## config.mk

```make
export PLATFORM = sky130hd
export DESIGN_NAME = sci_lin
export DESIGN_NICKNAME = d
export VERILOG_FILES = /design/src/design/sci_pkg.sv /design/src/design/sci_lin.sv
export SDC_FILE = /design/constraint.sdc
export NUM_CORES = 1
export LEC_CHECK = 0
export BUFFER_PORTS_ARGS = -buffer_cell sky130_fd_sc_hd__buf_2
export CAP_MARGIN = 10
export CORE_MARGIN = 2
export CORE_UTILIZATION = 30
export CTS_CLUSTER_DIAMETER = 30
export DETAILED_ROUTE_END_ITERATION = 6
export PLACE_DENSITY_LB_ADDON = 0.05
export SYNTH_ARGS = -nofsm -noshare
export SYNTH_HDL_FRONTEND = slang
export SYNTH_SLANG_ARGS = --single-unit
```

## constraint.sdc

```tcl
create_clock -name clock_in -period 23.8 [get_ports clock_in]
set_input_delay 1.19 -clock clock_in [delete_from_list [all_inputs] [get_ports clock_in]]
set_output_delay 1.19 -clock clock_in [all_outputs]
set_load 0.03 [all_outputs]
```

## src/design/sci_pkg.sv

```systemverilog
// Purpose: Shared constants and types for the serial/LIN block
// Assumes: Byte registers on 32-bit Avalon-MM words
// Notes:   Offsets are byte addresses
package sci_pkg;
  localparam logic [4:0] ADDR_STATUS = 5'h00;
  localparam logic [4:0] ADDR_DATA   = 5'h04;
  localparam logic [4:0] ADDR_CTRL   = 5'h08;
  localparam logic [4:0] ADDR_CTRL3  = 5'h0c;
  localparam logic [4:0] ADDR_BAUD   = 5'h10;
  localparam logic [4:0] ADDR_ERX    = 5'h14;
  localparam logic [4:0] ADDR_ETX    = 5'h18;
  // Status bits
  localparam int ST_TXE = 7;
  localparam int ST_RXR = 5;
  localparam int ST_FE  = 1;
  localparam int ST_PE  = 0;
  // Control bits
  localparam int CR_WL  = 4;
  localparam int CR_PCE = 2;
  localparam int CR_SBK = 0;
  // Third control bits
  localparam int C3_LIN  = 6;
  localparam int C3_SLV  = 5;
  localparam int C3_ARS  = 4;
  localparam int C3_HDM  = 3;
  localparam int C3_HIE  = 2;
  localparam int C3_HDF  = 1;
  // Baud select fields
  localparam int FP_LO = 6;
  localparam int TD_LO = 3;
  localparam int RD_LO = 0;
  localparam logic [3:0] PR_DIV0 = 4'h1;
  localparam logic [3:0] PR_DIV1 = 4'h3;
  localparam logic [3:0] PR_DIV2 = 4'h4;
  localparam logic [3:0] PR_DIV3 = 4'hd;
  localparam logic [3:0] BREAK_BITS_LIN = 4'hd;
  localparam logic [3:0] BREAK_BITS_STD = 4'ha;
  localparam logic [3:0] LAST_DATA_BIT  = 4'h7;
  localparam logic [7:0] BREAK_BYTE     = 8'h00;
  localparam logic [7:0] HDR_LEN_MAX    = 8'hff;
  localparam logic [22:0] LIN_MIN_CYC   = 23'h000010;

  typedef enum logic [2:0] {TX_IDLE, TX_START, TX_DATA, TX_STOP, TX_BREAK} tx_state_t;
  typedef enum logic [2:0] {RX_IDLE, RX_START, RX_DATA, RX_STOP, RX_WAIT_HIGH} rx_state_t;
  typedef enum logic [1:0] {HDR_NONE, HDR_SYNC, HDR_IDENT} hdr_state_t;

  typedef struct packed {
    logic        read;
    logic        write;
    logic [4:0]  address;
    logic [31:0] writedata;
    logic [3:0]  byteenable;
  } avs_req_t;

  typedef struct packed {
    logic        waitreq;
    logic [31:0] rdata;
    logic        word_length;
    logic        parity_check_enable;
    logic        send_break;
    logic        lin_en;
    logic        slave_sel;
    logic        auto_resync;
    logic        hdr_method;
    logic        hdr_ie;
    logic        hdr_flag;
    logic        irq;
    logic [7:0]  baud;
    logic [7:0]  ext_rx;
    logic [7:0]  ext_tx;
    logic [7:0]  lin_mant;
    logic [3:0]  lin_frac;
    logic [7:0]  hdr_len;
    logic [22:0] hdr_cnt;
    logic        hdr_run;
    hdr_state_t  hdr_state;
    logic [7:0]  tx_buf;
    logic        tx_empty;
    tx_state_t   tx_state;
    logic [7:0]  tx_shift;
    logic [22:0] tx_cnt;
    logic [3:0]  tx_bits;
    logic        tx_line;
    logic [7:0]  rx_buf;
    logic        rx_ready;
    logic        fe;
    logic        pe;
    logic        st_seen;
    rx_state_t   rx_state;
    logic [7:0]  rx_shift;
    logic [22:0] rx_cnt;
    logic [3:0]  rx_bits;
    logic        rx_prev;
  } state_t;

  localparam state_t RESET_STATE = '{waitreq: 1'b1, tx_line: 1'b1, tx_empty: 1'b1,
    rx_prev: 1'b1, tx_state: TX_IDLE, rx_state: RX_IDLE, hdr_state: HDR_NONE, default: '0};
endpackage

```

## src/design/sci_lin.sv

```systemverilog
// Purpose: Serial data path, baud generators and LIN header handling
// Assumes: Avalon-MM slave, 8-bit frames, inputs synchronous to clock_in
// Notes on behaviour
// - Data address: writes transmit, reads receive buffer
// - First prescaler divides by 1, 3, 4, 13
// - Transmit divisor is two to field value
// - Receive divisor is two to field value
// - Nonzero extended receive factor divides further
// - Nonzero extended transmit factor divides further
// - LIN slave uses one common LIN generator
// - LIN mode remaps length, mantissa, fraction addresses
// - LIN master break is 13 low bits
// - Break request ignored in LIN slave mode
// - Break-detect mode posts 0x00 and header flag
// - Header interrupt needs enable and clear mask
// - Synch field dropped when auto-resync enabled
// - Slave framing error excludes break characters
// - Identifier mode flags only after whole header
// - No transfer to data register during synch in identifier mode or with resync
// - Slave with parity enable checks identifier
// - Identifier top two bits are parity
// - LIN bit time is 16 times divider, never under 16 clocks
`timescale 1ns/1ns
module sci_lin (
  input  wire logic              clock_in,
  input  wire logic              reset_n_in,
  input  wire sci_pkg::avs_req_t avs_req_in,
  output logic                   avs_waitrequest_out,
  output logic [31:0]            avs_readdata_out,
  input  wire logic              rx_in,
  output logic                   tx_out,
  input  wire logic [1:0]        cpu_irq_mask_in,
  output logic                   header_irq_out
);
  sci_pkg::state_t s;
  sci_pkg::state_t n;
  logic        go_wr;
  logic        go_rd;
  logic        lin_slave;
  logic [22:0] tx_cyc;
  logic [22:0] rx_cyc;
  logic [22:0] lin_cyc;
  logic        tx_end;
  logic        rx_end;
  logic [7:0]  rd_byte;
  logic [3:0]  brk_len;
  logic        frame_done;
  logic        is_break;
  logic        post_it;
  logic        par0;
  logic        par1;
  logic        hdr_set;

  // Cycles per bit: 16 x prescaler x 2^divisor x optional extended factor
  function automatic logic [22:0] conv_cycles(input logic [1:0] fp,
                                              input logic [2:0] dv,
                                              input logic [7:0] ext);
    logic [10:0] base;
    logic [18:0] scaled;
    case (fp)
      2'h0: base = {7'h00, sci_pkg::PR_DIV0};
      2'h1: base = {7'h00, sci_pkg::PR_DIV1};
      2'h2: base = {7'h00, sci_pkg::PR_DIV2};
      default: base = {7'h00, sci_pkg::PR_DIV3};
    endcase
    base = base << dv;
    scaled = (ext == 8'h00) ? {8'h00, base} : ({8'h00, base} * {11'h000, ext});
    conv_cycles = {scaled, 4'h0};
  endfunction

  always_comb begin
    lin_slave = s.lin_en & s.slave_sel;
    // Bit time 16 x (mantissa + fraction/16) clocks, never under 16
    lin_cyc = {11'h000, s.lin_mant, s.lin_frac};
    if (lin_cyc < sci_pkg::LIN_MIN_CYC) begin
      lin_cyc = sci_pkg::LIN_MIN_CYC;
    end
    if (lin_slave) begin
      tx_cyc = lin_cyc;
      rx_cyc = lin_cyc;
    end else begin
      tx_cyc = conv_cycles(s.baud[sci_pkg::FP_LO +: 2], s.baud[sci_pkg::TD_LO +: 3],
                           s.ext_tx);
      rx_cyc = conv_cycles(s.baud[sci_pkg::FP_LO +: 2], s.baud[sci_pkg::RD_LO +: 3],
                           s.ext_rx);
    end
  end

  always_comb begin
    rd_byte = 8'h00;
    case (avs_req_in.address)
      sci_pkg::ADDR_STATUS: begin
        rd_byte[sci_pkg::ST_TXE] = s.tx_empty;
        rd_byte[sci_pkg::ST_RXR] = s.rx_ready;
        rd_byte[sci_pkg::ST_FE]  = s.fe;
        rd_byte[sci_pkg::ST_PE]  = s.pe;
      end
      sci_pkg::ADDR_DATA: rd_byte = s.rx_buf;
      sci_pkg::ADDR_CTRL: begin
        rd_byte[sci_pkg::CR_WL]  = s.word_length;
        rd_byte[sci_pkg::CR_PCE] = s.parity_check_enable;
        rd_byte[sci_pkg::CR_SBK] = s.send_break;
      end
      sci_pkg::ADDR_CTRL3: begin
        rd_byte[sci_pkg::C3_LIN] = s.lin_en;
        rd_byte[sci_pkg::C3_SLV] = s.slave_sel;
        rd_byte[sci_pkg::C3_ARS] = s.auto_resync;
        rd_byte[sci_pkg::C3_HDM] = s.hdr_method;
        rd_byte[sci_pkg::C3_HIE] = s.hdr_ie;
        rd_byte[sci_pkg::C3_HDF] = s.hdr_flag;
      end
      sci_pkg::ADDR_BAUD: rd_byte = s.lin_en ? s.lin_mant : s.baud;
      sci_pkg::ADDR_ERX:  rd_byte = s.lin_en ? s.hdr_len : s.ext_rx;
      sci_pkg::ADDR_ETX:  rd_byte = s.lin_en ? {4'h0, s.lin_frac} : s.ext_tx;
      default: rd_byte = 8'h00;
    endcase
  end

  always_comb begin
    n = s;
    go_wr = avs_req_in.write & ~s.waitreq & avs_req_in.byteenable[0];
    go_rd = avs_req_in.read & ~s.waitreq;
    frame_done = 1'b0;
    is_break = 1'b0;
    post_it = 1'b0;
    par0 = 1'b0;
    par1 = 1'b0;
    hdr_set = 1'b0;
    brk_len = s.lin_en ? sci_pkg::BREAK_BITS_LIN : sci_pkg::BREAK_BITS_STD;
    tx_end = s.tx_cnt >= tx_cyc - 23'h000001;
    rx_end = s.rx_cnt >= rx_cyc - 23'h000001;
    // Wait one cycle, then answer for one cycle
    n.waitreq = ~((avs_req_in.read | avs_req_in.write) & s.waitreq);
    if (s.waitreq & avs_req_in.read) begin
      n.rdata = {24'h000000, rd_byte};
    end

    // Flag clear: status read then data read
    if (go_rd && avs_req_in.address == sci_pkg::ADDR_STATUS) begin
      n.st_seen = 1'b1;
    end
    if (go_rd && avs_req_in.address == sci_pkg::ADDR_DATA && s.st_seen) begin
      n.st_seen = 1'b0;
      n.rx_ready = 1'b0;
      n.fe = 1'b0;
      n.pe = 1'b0;
    end

    // Transmitter
    n.tx_cnt = s.tx_cnt + 23'h000001;
    case (s.tx_state)
      sci_pkg::TX_IDLE: begin
        n.tx_cnt = '0;
        n.tx_line = 1'b1;
        if (s.send_break && !lin_slave) begin
          n.tx_state = sci_pkg::TX_BREAK;
          n.tx_line = 1'b0;
          n.tx_bits = '0;
        end else if (!s.tx_empty) begin
          n.tx_shift = s.tx_buf;
          n.tx_empty = 1'b1;
          n.tx_state = sci_pkg::TX_START;
          n.tx_line = 1'b0;
        end
      end
      sci_pkg::TX_START: begin
        if (tx_end) begin
          n.tx_cnt = '0;
          n.tx_bits = '0;
          n.tx_state = sci_pkg::TX_DATA;
          n.tx_line = s.tx_shift[0];
        end
      end
      sci_pkg::TX_DATA: begin
        if (tx_end) begin
          n.tx_cnt = '0;
          if (s.tx_bits == sci_pkg::LAST_DATA_BIT) begin
            n.tx_state = sci_pkg::TX_STOP;
            n.tx_line = 1'b1;
          end else begin
            n.tx_shift = {1'b0, s.tx_shift[7:1]};
            n.tx_bits = s.tx_bits + 4'h1;
            n.tx_line = s.tx_shift[1];
          end
        end
      end
      sci_pkg::TX_BREAK: begin
        if (tx_end) begin
          n.tx_cnt = '0;
          n.tx_bits = s.tx_bits + 4'h1;
          if (s.tx_bits == brk_len - 4'h1) begin
            n.tx_state = sci_pkg::TX_STOP;
            n.tx_line = 1'b1;
          end
        end
      end
      sci_pkg::TX_STOP: begin
        if (tx_end) begin
          n.tx_state = sci_pkg::TX_IDLE;
        end
      end
      default: n.tx_state = sci_pkg::TX_IDLE;
    endcase

    // Header length in bit times
    if (s.hdr_run) begin
      n.hdr_cnt = s.hdr_cnt + 23'h000001;
      if (s.hdr_cnt >= rx_cyc - 23'h000001) begin
        n.hdr_cnt = '0;
        if (s.hdr_len != sci_pkg::HDR_LEN_MAX) begin
          n.hdr_len = s.hdr_len + 8'h01;
        end
      end
    end

    // Receiver, sampling at mid bit
    n.rx_prev = rx_in;
    n.rx_cnt = s.rx_cnt + 23'h000001;
    case (s.rx_state)
      sci_pkg::RX_IDLE: begin
        n.rx_cnt = '0;
        if (s.rx_prev && !rx_in) begin
          n.rx_state = sci_pkg::RX_START;
        end
      end
      sci_pkg::RX_START: begin
        if (s.rx_cnt >= {1'b0, rx_cyc[22:1]}) begin
          n.rx_cnt = '0;
          n.rx_bits = '0;
          n.rx_state = rx_in ? sci_pkg::RX_IDLE : sci_pkg::RX_DATA;
        end
      end
      sci_pkg::RX_DATA: begin
        if (rx_end) begin
          n.rx_cnt = '0;
          n.rx_shift = {rx_in, s.rx_shift[7:1]};
          n.rx_bits = s.rx_bits + 4'h1;
          if (s.rx_bits == sci_pkg::LAST_DATA_BIT) begin
            n.rx_state = sci_pkg::RX_STOP;
          end
        end
      end
      sci_pkg::RX_STOP: begin
        if (rx_end) begin
          frame_done = 1'b1;
          n.rx_state = rx_in ? sci_pkg::RX_IDLE : sci_pkg::RX_WAIT_HIGH;
        end
      end
      sci_pkg::RX_WAIT_HIGH: begin
        if (rx_in) begin
          n.rx_state = sci_pkg::RX_IDLE;
        end
      end
      default: n.rx_state = sci_pkg::RX_IDLE;
    endcase

    if (frame_done) begin
      is_break = (s.rx_shift == sci_pkg::BREAK_BYTE) && !rx_in;
      post_it = 1'b1;
      if (lin_slave && is_break) begin
        // Break in slave: no framing error, header starts
        post_it = 1'b0;
        n.hdr_state = sci_pkg::HDR_SYNC;
        n.hdr_run = 1'b1;
        n.hdr_len = '0;
        n.hdr_cnt = '0;
        if (!s.hdr_method) begin
          n.rx_buf = sci_pkg::BREAK_BYTE;
          n.rx_ready = 1'b1;
          n.hdr_flag = 1'b1;
          hdr_set = 1'b1;
        end
      end else if (lin_slave && s.hdr_state == sci_pkg::HDR_SYNC) begin
        // Measured synch field reaches the buffer only without resync
        post_it = !s.hdr_method && !s.auto_resync;
        n.hdr_state = sci_pkg::HDR_IDENT;
      end else if (lin_slave && s.hdr_state == sci_pkg::HDR_IDENT) begin
        n.hdr_state = sci_pkg::HDR_NONE;
        n.hdr_run = 1'b0;
        if (s.hdr_method) begin
          n.hdr_flag = 1'b1;
          hdr_set = 1'b1;
        end
        par0 = s.rx_shift[0] ^ s.rx_shift[1] ^ s.rx_shift[2] ^ s.rx_shift[4];
        par1 = ~(s.rx_shift[1] ^ s.rx_shift[3] ^ s.rx_shift[4] ^ s.rx_shift[5]);
        if (s.parity_check_enable && (s.rx_shift[7:6] != {par1, par0})) begin
          n.pe = 1'b1;
        end
      end
      if (post_it) begin
        n.rx_buf = s.rx_shift;
        n.rx_ready = 1'b1;
        if (!rx_in) begin
          n.fe = 1'b1;
        end
      end
    end

    // Register writes; a header flag set above wins over its clear, but a data write overrides the tx_empty set
    if (go_wr) begin
      case (avs_req_in.address)
        sci_pkg::ADDR_DATA: begin
          n.tx_buf = avs_req_in.writedata[7:0];
          n.tx_empty = 1'b0;
        end
        sci_pkg::ADDR_CTRL: begin
          n.word_length = avs_req_in.writedata[sci_pkg::CR_WL];
          n.parity_check_enable = avs_req_in.writedata[sci_pkg::CR_PCE];
          n.send_break = avs_req_in.writedata[sci_pkg::CR_SBK];
        end
        sci_pkg::ADDR_CTRL3: begin
          n.lin_en = avs_req_in.writedata[sci_pkg::C3_LIN];
          n.slave_sel = avs_req_in.writedata[sci_pkg::C3_SLV];
          n.auto_resync = avs_req_in.writedata[sci_pkg::C3_ARS];
          n.hdr_method = avs_req_in.writedata[sci_pkg::C3_HDM];
          n.hdr_ie = avs_req_in.writedata[sci_pkg::C3_HIE];
          // Writing 0 clears; a detection in the same cycle still wins
          n.hdr_flag = hdr_set | (s.hdr_flag & avs_req_in.writedata[sci_pkg::C3_HDF]);
        end
        sci_pkg::ADDR_BAUD: begin
          if (s.lin_en) begin
            n.lin_mant = avs_req_in.writedata[7:0];
          end else begin
            n.baud = avs_req_in.writedata[7:0];
          end
        end
        sci_pkg::ADDR_ERX: begin
          if (!s.lin_en) begin
            n.ext_rx = avs_req_in.writedata[7:0];
          end
        end
        sci_pkg::ADDR_ETX: begin
          if (s.lin_en) begin
            n.lin_frac = avs_req_in.writedata[3:0];
          end else begin
            n.ext_tx = avs_req_in.writedata[7:0];
          end
        end
        default: n.tx_buf = s.tx_buf;
      endcase
    end

    n.irq = s.hdr_flag & s.hdr_ie & (cpu_irq_mask_in == 2'h0);
  end

  always_ff @(posedge clock_in) begin
    if (!reset_n_in) begin
      s <= sci_pkg::RESET_STATE;
    end else begin
      s <= n;
    end
  end

  assign avs_waitrequest_out = s.waitreq;
  assign avs_readdata_out    = s.rdata;
  assign tx_out              = s.tx_line;
  assign header_irq_out      = s.irq;
endmodule

```

=== Word level (Yosys, flattened, before mapping) ===
Index checks and enable logic that the tools add are counted.

* Bits in registers: 188
* Output and inout bits: 35
* Logic and storage cells: 263

* Add/sub/neg operators: 9
* Multiply operators: 2
* $lt $le $gt $ge: 5
* Eq/ne operators: 42
* Shift operators: 2
* Muxes and demuxes: 95
* Bitwise gates (word level): 22
* Reductions and logical operators: 48

{| class="wikitable"
|+ Operators with widths
! operator !! number
|-
| $pmux W28 S4 || 1
|-
| $mux W31 || 3
|-
| $add A23 B1 Y23 const B || 3
|-
| $ge A23 B23 Y1 || 3
|-
| $pmux W23 S3 || 1
|-
| $mux W28 || 2
|-
| $mux W3 || 16
|-
| $mux W8 || 6
|-
| $mux W23 || 2
|-
| $sub A23 B1 Y23 const B || 2
|-
| $mux W39 || 1
|-
| $mul A11 B8 Y19 || 2
|-
| $mux W19 || 2
|-
| $mux W38 || 1
|-
| $mux W1 || 34
|-
| $mux W34 || 1
|-
| $ne A2 B2 Y1 const B || 17
|-
| $pmux W1 S6 || 5
|-
| $pmux W3 S5 || 2
|-
| $mux W27 || 1
|-
| $logic_not A8 Y1 || 3
|-
| $reduce_and A3 Y1 || 8
|-
| $ge A23 B22 Y1 || 1
|-
| $mux W11 || 2
|-
| other kinds (45) || 106
|}

=== Longest topological paths before layout ===
* Word-level depth: 15
* Mapped depth: 38

=== Worst setup path before layout ===
No wires, ideal clock.

* Path kind: register to register
* Start point: register s[167] (netlist name)
* End point: register s (netlist bit tx_out)
* Arrival time: 7.755 ns
* Slack: 15.911 ns
* Cell stages (with the launch flop): 34
* Buffers on the path: 2
* Cells stage by stage: dfxtp_1 clkbuf_1 nand2b_1 nor4b_1 nand2_1 fa_1 fa_1 inv_1 fa_1 inv_1 fa_1 inv_1 ha_1 a21boi_0 o21ai_0 and3_1 o21ai_0 a21oi_1 nor3_1 nand3_1 xnor2_1 ha_1 a21o_1 a21oi_1 nor2b_1 o21ai_0 nand2b_1 a21oi_1 o21ai_0 a21oi_1 clkbuf_1 a211oi_1 a2111oi_0 a31oi_1

* Cells in the longest elaborated chain, start to end: 11
* Elaborated cells between the ends (all ways): 15
* Classes of those cells: 1 x add/sub; 1 x mul; 1 x order compare; 5 x eq/ne; 1 x shift; 4 x mux; 2 x reduce/logical

{| class="wikitable"
|+ RTL lines
! element !! line !! text
|-
| from (decl) || sci_lin.sv:35 || <nowiki>sci_pkg::state_t s;</nowiki>
|-
| from (signal assigned) || sci_lin.sv:348 || <nowiki>s <= sci_pkg::RESET_STATE;</nowiki>
|-
| from (signal assigned) || sci_lin.sv:350 || <nowiki>s <= n;</nowiki>
|-
| $eq A2 B2 Y1, or another cell as far along || sci_lin.sv:60 || <nowiki>case (fp)</nowiki>
|-
| $pmux W4 S3 * || sci_lin.sv:60 ||
|-
| $mux W11 * || sci_lin.sv:78 || <nowiki>if (lin_slave) begin</nowiki>
|-
| $shl A11 B3 Y11 * || sci_lin.sv:66 || <nowiki>base = base << dv;</nowiki>
|-
| $mul A11 B8 Y19 || sci_lin.sv:67 || <nowiki>scaled = (ext == 8'h00) ? {8'h00, base} : ({8'h00, base} * {11'h000, ext});</nowiki>
|-
| $mux W19 * || sci_lin.sv:67 ||
|-
| $mux W23 * || sci_lin.sv:78 ||
|-
| $sub A23 B1 Y23 * || sci_lin.sv:130 || <nowiki>tx_end = s.tx_cnt >= tx_cyc - 23'h000001;</nowiki>
|-
| $ge A23 B23 Y1 * || sci_lin.sv:130 ||
|-
| $ne A2 B2 Y1 (no line) || - ||
|-
| $reduce_and A5 Y1 (no line) * || - ||
|}

Mark *: on every way between the ends. The rest lies on a longest branch, timed or not. The select of a mux whose other input is x is not followed.
A chain may end at the register's enable or synchronous reset.

=== Final worst setup path ===
* Start point: register s[168] (netlist name)
* End point: register s[7] (netlist name)

* Cells in the longest elaborated chain, start to end: 11
* Elaborated cells between the ends (all ways): 15
* Classes of those cells: 1 x add/sub; 1 x mul; 2 x order compare; 2 x eq/ne; 1 x shift; 7 x mux; 1 x reduce/logical

{| class="wikitable"
|+ RTL lines
! element !! line !! text
|-
| $eq A2 B2 Y1, or another cell as far along || sci_lin.sv:60 ||
|-
| $pmux W4 S3 * || sci_lin.sv:60 ||
|-
| $mux W11 * || sci_lin.sv:78 ||
|-
| $shl A11 B3 Y11 * || sci_lin.sv:66 ||
|-
| $mul A11 B8 Y19 || sci_lin.sv:67 ||
|-
| $mux W19 * || sci_lin.sv:67 ||
|-
| $mux W23 * || sci_lin.sv:78 ||
|-
| $sub A23 B1 Y23 || sci_lin.sv:131 || <nowiki>rx_end = s.rx_cnt >= rx_cyc - 23'h000001;</nowiki>
|-
| $ge A23 B23 Y1 || sci_lin.sv:131 ||
|-
| $mux W38 || sci_lin.sv:234 || <nowiki>if (rx_end) begin</nowiki>
|-
| $pmux W23 S3 * || sci_lin.sv:219 || <nowiki>case (s.rx_state)</nowiki>
|}

Marks and branches as above.

==> impl_results.md <==
- Status: complete, no violations
- Final #Nets: 2514
- Die area: 64200 um^2
- CTS resizes: 0
- Min Tclk post-route: 10.0 ns
- Area Overhead vs Synth: 8.01%
- Root Driver: clkbuf_16
- Row count: 91
- Pwr Total: 702 uW
- Worst-Margin Slew: 1.07 ns
- WL final: 57900 um
- # fillers: 6572
- Cell taking the most area after synthesis: dfxtp_1
- Largest net degree at the start of global routing: 59
- Hold_ws: 0.460 ns
- Min-delay worst type: reg2reg
- Ys async rst share: 0%
- Hpwl dp: 44100 um
- DR iter-0 viols: 713
- Final Util: 32.7%
- # Max-Cap Violations: 0
- Syn Area/Cell: 8.47 um^2
- Initial Util: 30.3%
- WP data required: 24.14 ns
- Number of buffers inserted during clock tree synthesis: 17
- Ys Warns: 0
- Synth area leaders: dfxtp_1, ha_1, fa_1
- Netlist cell types: 107
- Power Density: 34.9 nW/um^2
- Share of the yosys chip area belonging to registers: 20.2%
- Sink Count: 188
- Startpoint Class: register
- Detailed Routing Iterations Pass 1: 5
- Syn Inst Count: 2202
- Vias: 15.5k
- First-pass GRT wire length: 91700 um
- Crit Path Class: reg2reg
- Ports: 83
- Leakage dissipation: 0.00866 uW
- Top_reg_cell synth: dfxtp_1
- Share of cells above drive strength 1: 7.64%
- Placed Cells: 3003
- Count of flip-flops with a built-in enable after synthesis: 0
- Crit end category: register
- CTS clk-pin slew, worst paths: 0.08 ns
- Setup violations, final: 0
- Most frequent cells in the layout: nor2_1, dfxtp_1, inv_1
- Slowest CP cell: a41oi_4
- Clock buffer depth: 2
- Vias per cell: 5.09
- Post-synth top area share: 20.2%
- Die X-Extent: 253 um
- Slew Viols, Final: 0
- Initial antenna violation count: 4
- Crit-path most repeated cell: fa_1
- CTS H-tree depth: 4
- Vias in the first global route: 15.6k
- Clock latency on the worst-skew pair: 0.47 ns
- Rel. slew slack: 27.8%
- Synthesized cell area: 18600 um^2
- Crit path arrival time: 10.34 ns
- Register bit total from synthesis: 188
- Wire length per cell: 19.1 um
- Post-CTS Hold Buffers: 0
- Setup TNS: 0 ns
- Core region area: 61600 um^2
- Post-DRT Antenna Nets: 0
- Final period util: 42.0%
- Crit-path max FO: 29
- Post-CTS setup buffer count: 0
- Slowest Stage Delay on Critical Path: 0.87 ns
- Aggregate global-route resource usage: 18.5%
- Vert. Die Dim: 253 um
- Unrepaired setup endpoints after global routing: false
- Drc violations: 0
- CTS tree: built
- Max Clock Skew: 0.0284 ns
- Maximum clock frequency: 100 MHz
- Maximum vdd ir drop: 43.8 uV
- Final hold vios: 0
- Final non-filler cell total: 3036
- RD Place Congestion: 0.778
- Port Buffer Count: 31
- Gr ovfl total: 0
-- cell usage after synthesis (15+ instances only) --
| library cell | n |
|---|---|
| a211oi_1 | 20 |
| a211oi_2 | 19 |
| a21o_1 | 36 |
| a21oi_1 | 96 |
| and2_1 | 103 |
| and3_1 | 52 |
| buf_4 | 36 |
| clkbuf_1 | 61 |
| dfxtp_1 | 188 |
| fa_1 | 108 |
| ha_1 | 173 |
| inv_1 | 183 |
| mux2i_1 | 68 |
| nand2_1 | 162 |
| nand2b_1 | 32 |
| nand3_1 | 73 |
| nand4_1 | 26 |
| nor2_1 | 188 |
| nor2b_1 | 31 |
| nor3_1 | 52 |
| o211ai_1 | 15 |
| o21ai_0 | 59 |
| xnor2_1 | 61 |
| xor2_1 | 69 |
-- worst paths after layout --
path / slack, ns / to / depth (start not counted) / from
worst max-delay path: 13.80 / s[7]$_SDFF_PN0_ / 31 / s[168]$_SDFFE_PN0P_
worst min-delay path: 0.46 / s[178]$_SDFFE_PN0P_ / 2 / s[178]$_SDFFE_PN0P_
worst max register to register: 13.80 / s[7]$_SDFF_PN0_ / 31 / s[168]$_SDFFE_PN0P_
worst min register to register: 0.46 / s[178]$_SDFFE_PN0P_ / 2 / s[178]$_SDFFE_PN0P_
-- worst max-delay path, delay by kind of cell, from the launching register on --
family          cells  cell delay (ns)
compound gates     13             4.00
xor+xnor            3             0.85
fa+ha+maj           6             2.78
buf+inv             3             0.15
flops               1             0.82
simple gates        6             1.20
-- sequential cells by signal (all words and copies together), names as in the netlist --
name	count
avs_readdata_out	8
header_irq_out	1
s	177
tx_out	1
avs_waitrequest_out	1
-- cell families after synthesis --
logic type      synth area share (%)
xor+xnor                        6.11
other cells                   0.0201
simple gates                    21.9
mux                             4.19
flops                           20.2
buf+inv                         7.10
compound gates                  17.1
fa+ha+maj                       23.4
-- layer usage --
| layer | track usage [%] | routed length [um] | up-vias |
|---|---|---|---|
| li1 | - | - | 7609 |
| met1 | 24.9 | 28100 | 7575 |
| met2 | 31.4 | 27500 | 220 |
| met3 | 2.52 | 1570 | 51 |
| met4 | 3.58 | 791 | 6 |
| met5 | 0 | 43 | - |
-- through the flow --
stage	setup slack, ns	instance area [um^2]
after floorplan	15.91	18700
after global placement	13.84	19600
after detailed placement	13.79	19600
after CTS	13.75	20100
after global routing	13.10	20100
final	13.80	20100
-- cell type report --
type / instances / area (um^2) / area share (%)
multi-input cells: 1731 / 13700 / 67.8
flip-flops and latches: 188 / 3760 / 18.7
well taps: 837 / 1050 / 5.20
inverters: 183 / 688 / 3.42
clock buffers: 22 / 474 / 2.35
repair buffers: 64 / 403 / 2.00
clock inverters: 10 / 105 / 0.522
diodes: 1 / 2.50 / 0.0124
-- report_power, final --
group          switching, uW  internal [uW]  total [uW]
combinational           60.0           19.4        79.4
sequential              6.03            318         324
clock                    143            155         298
total                    209            493         702
Note: power is estimated with default switching activity, not from simulation.
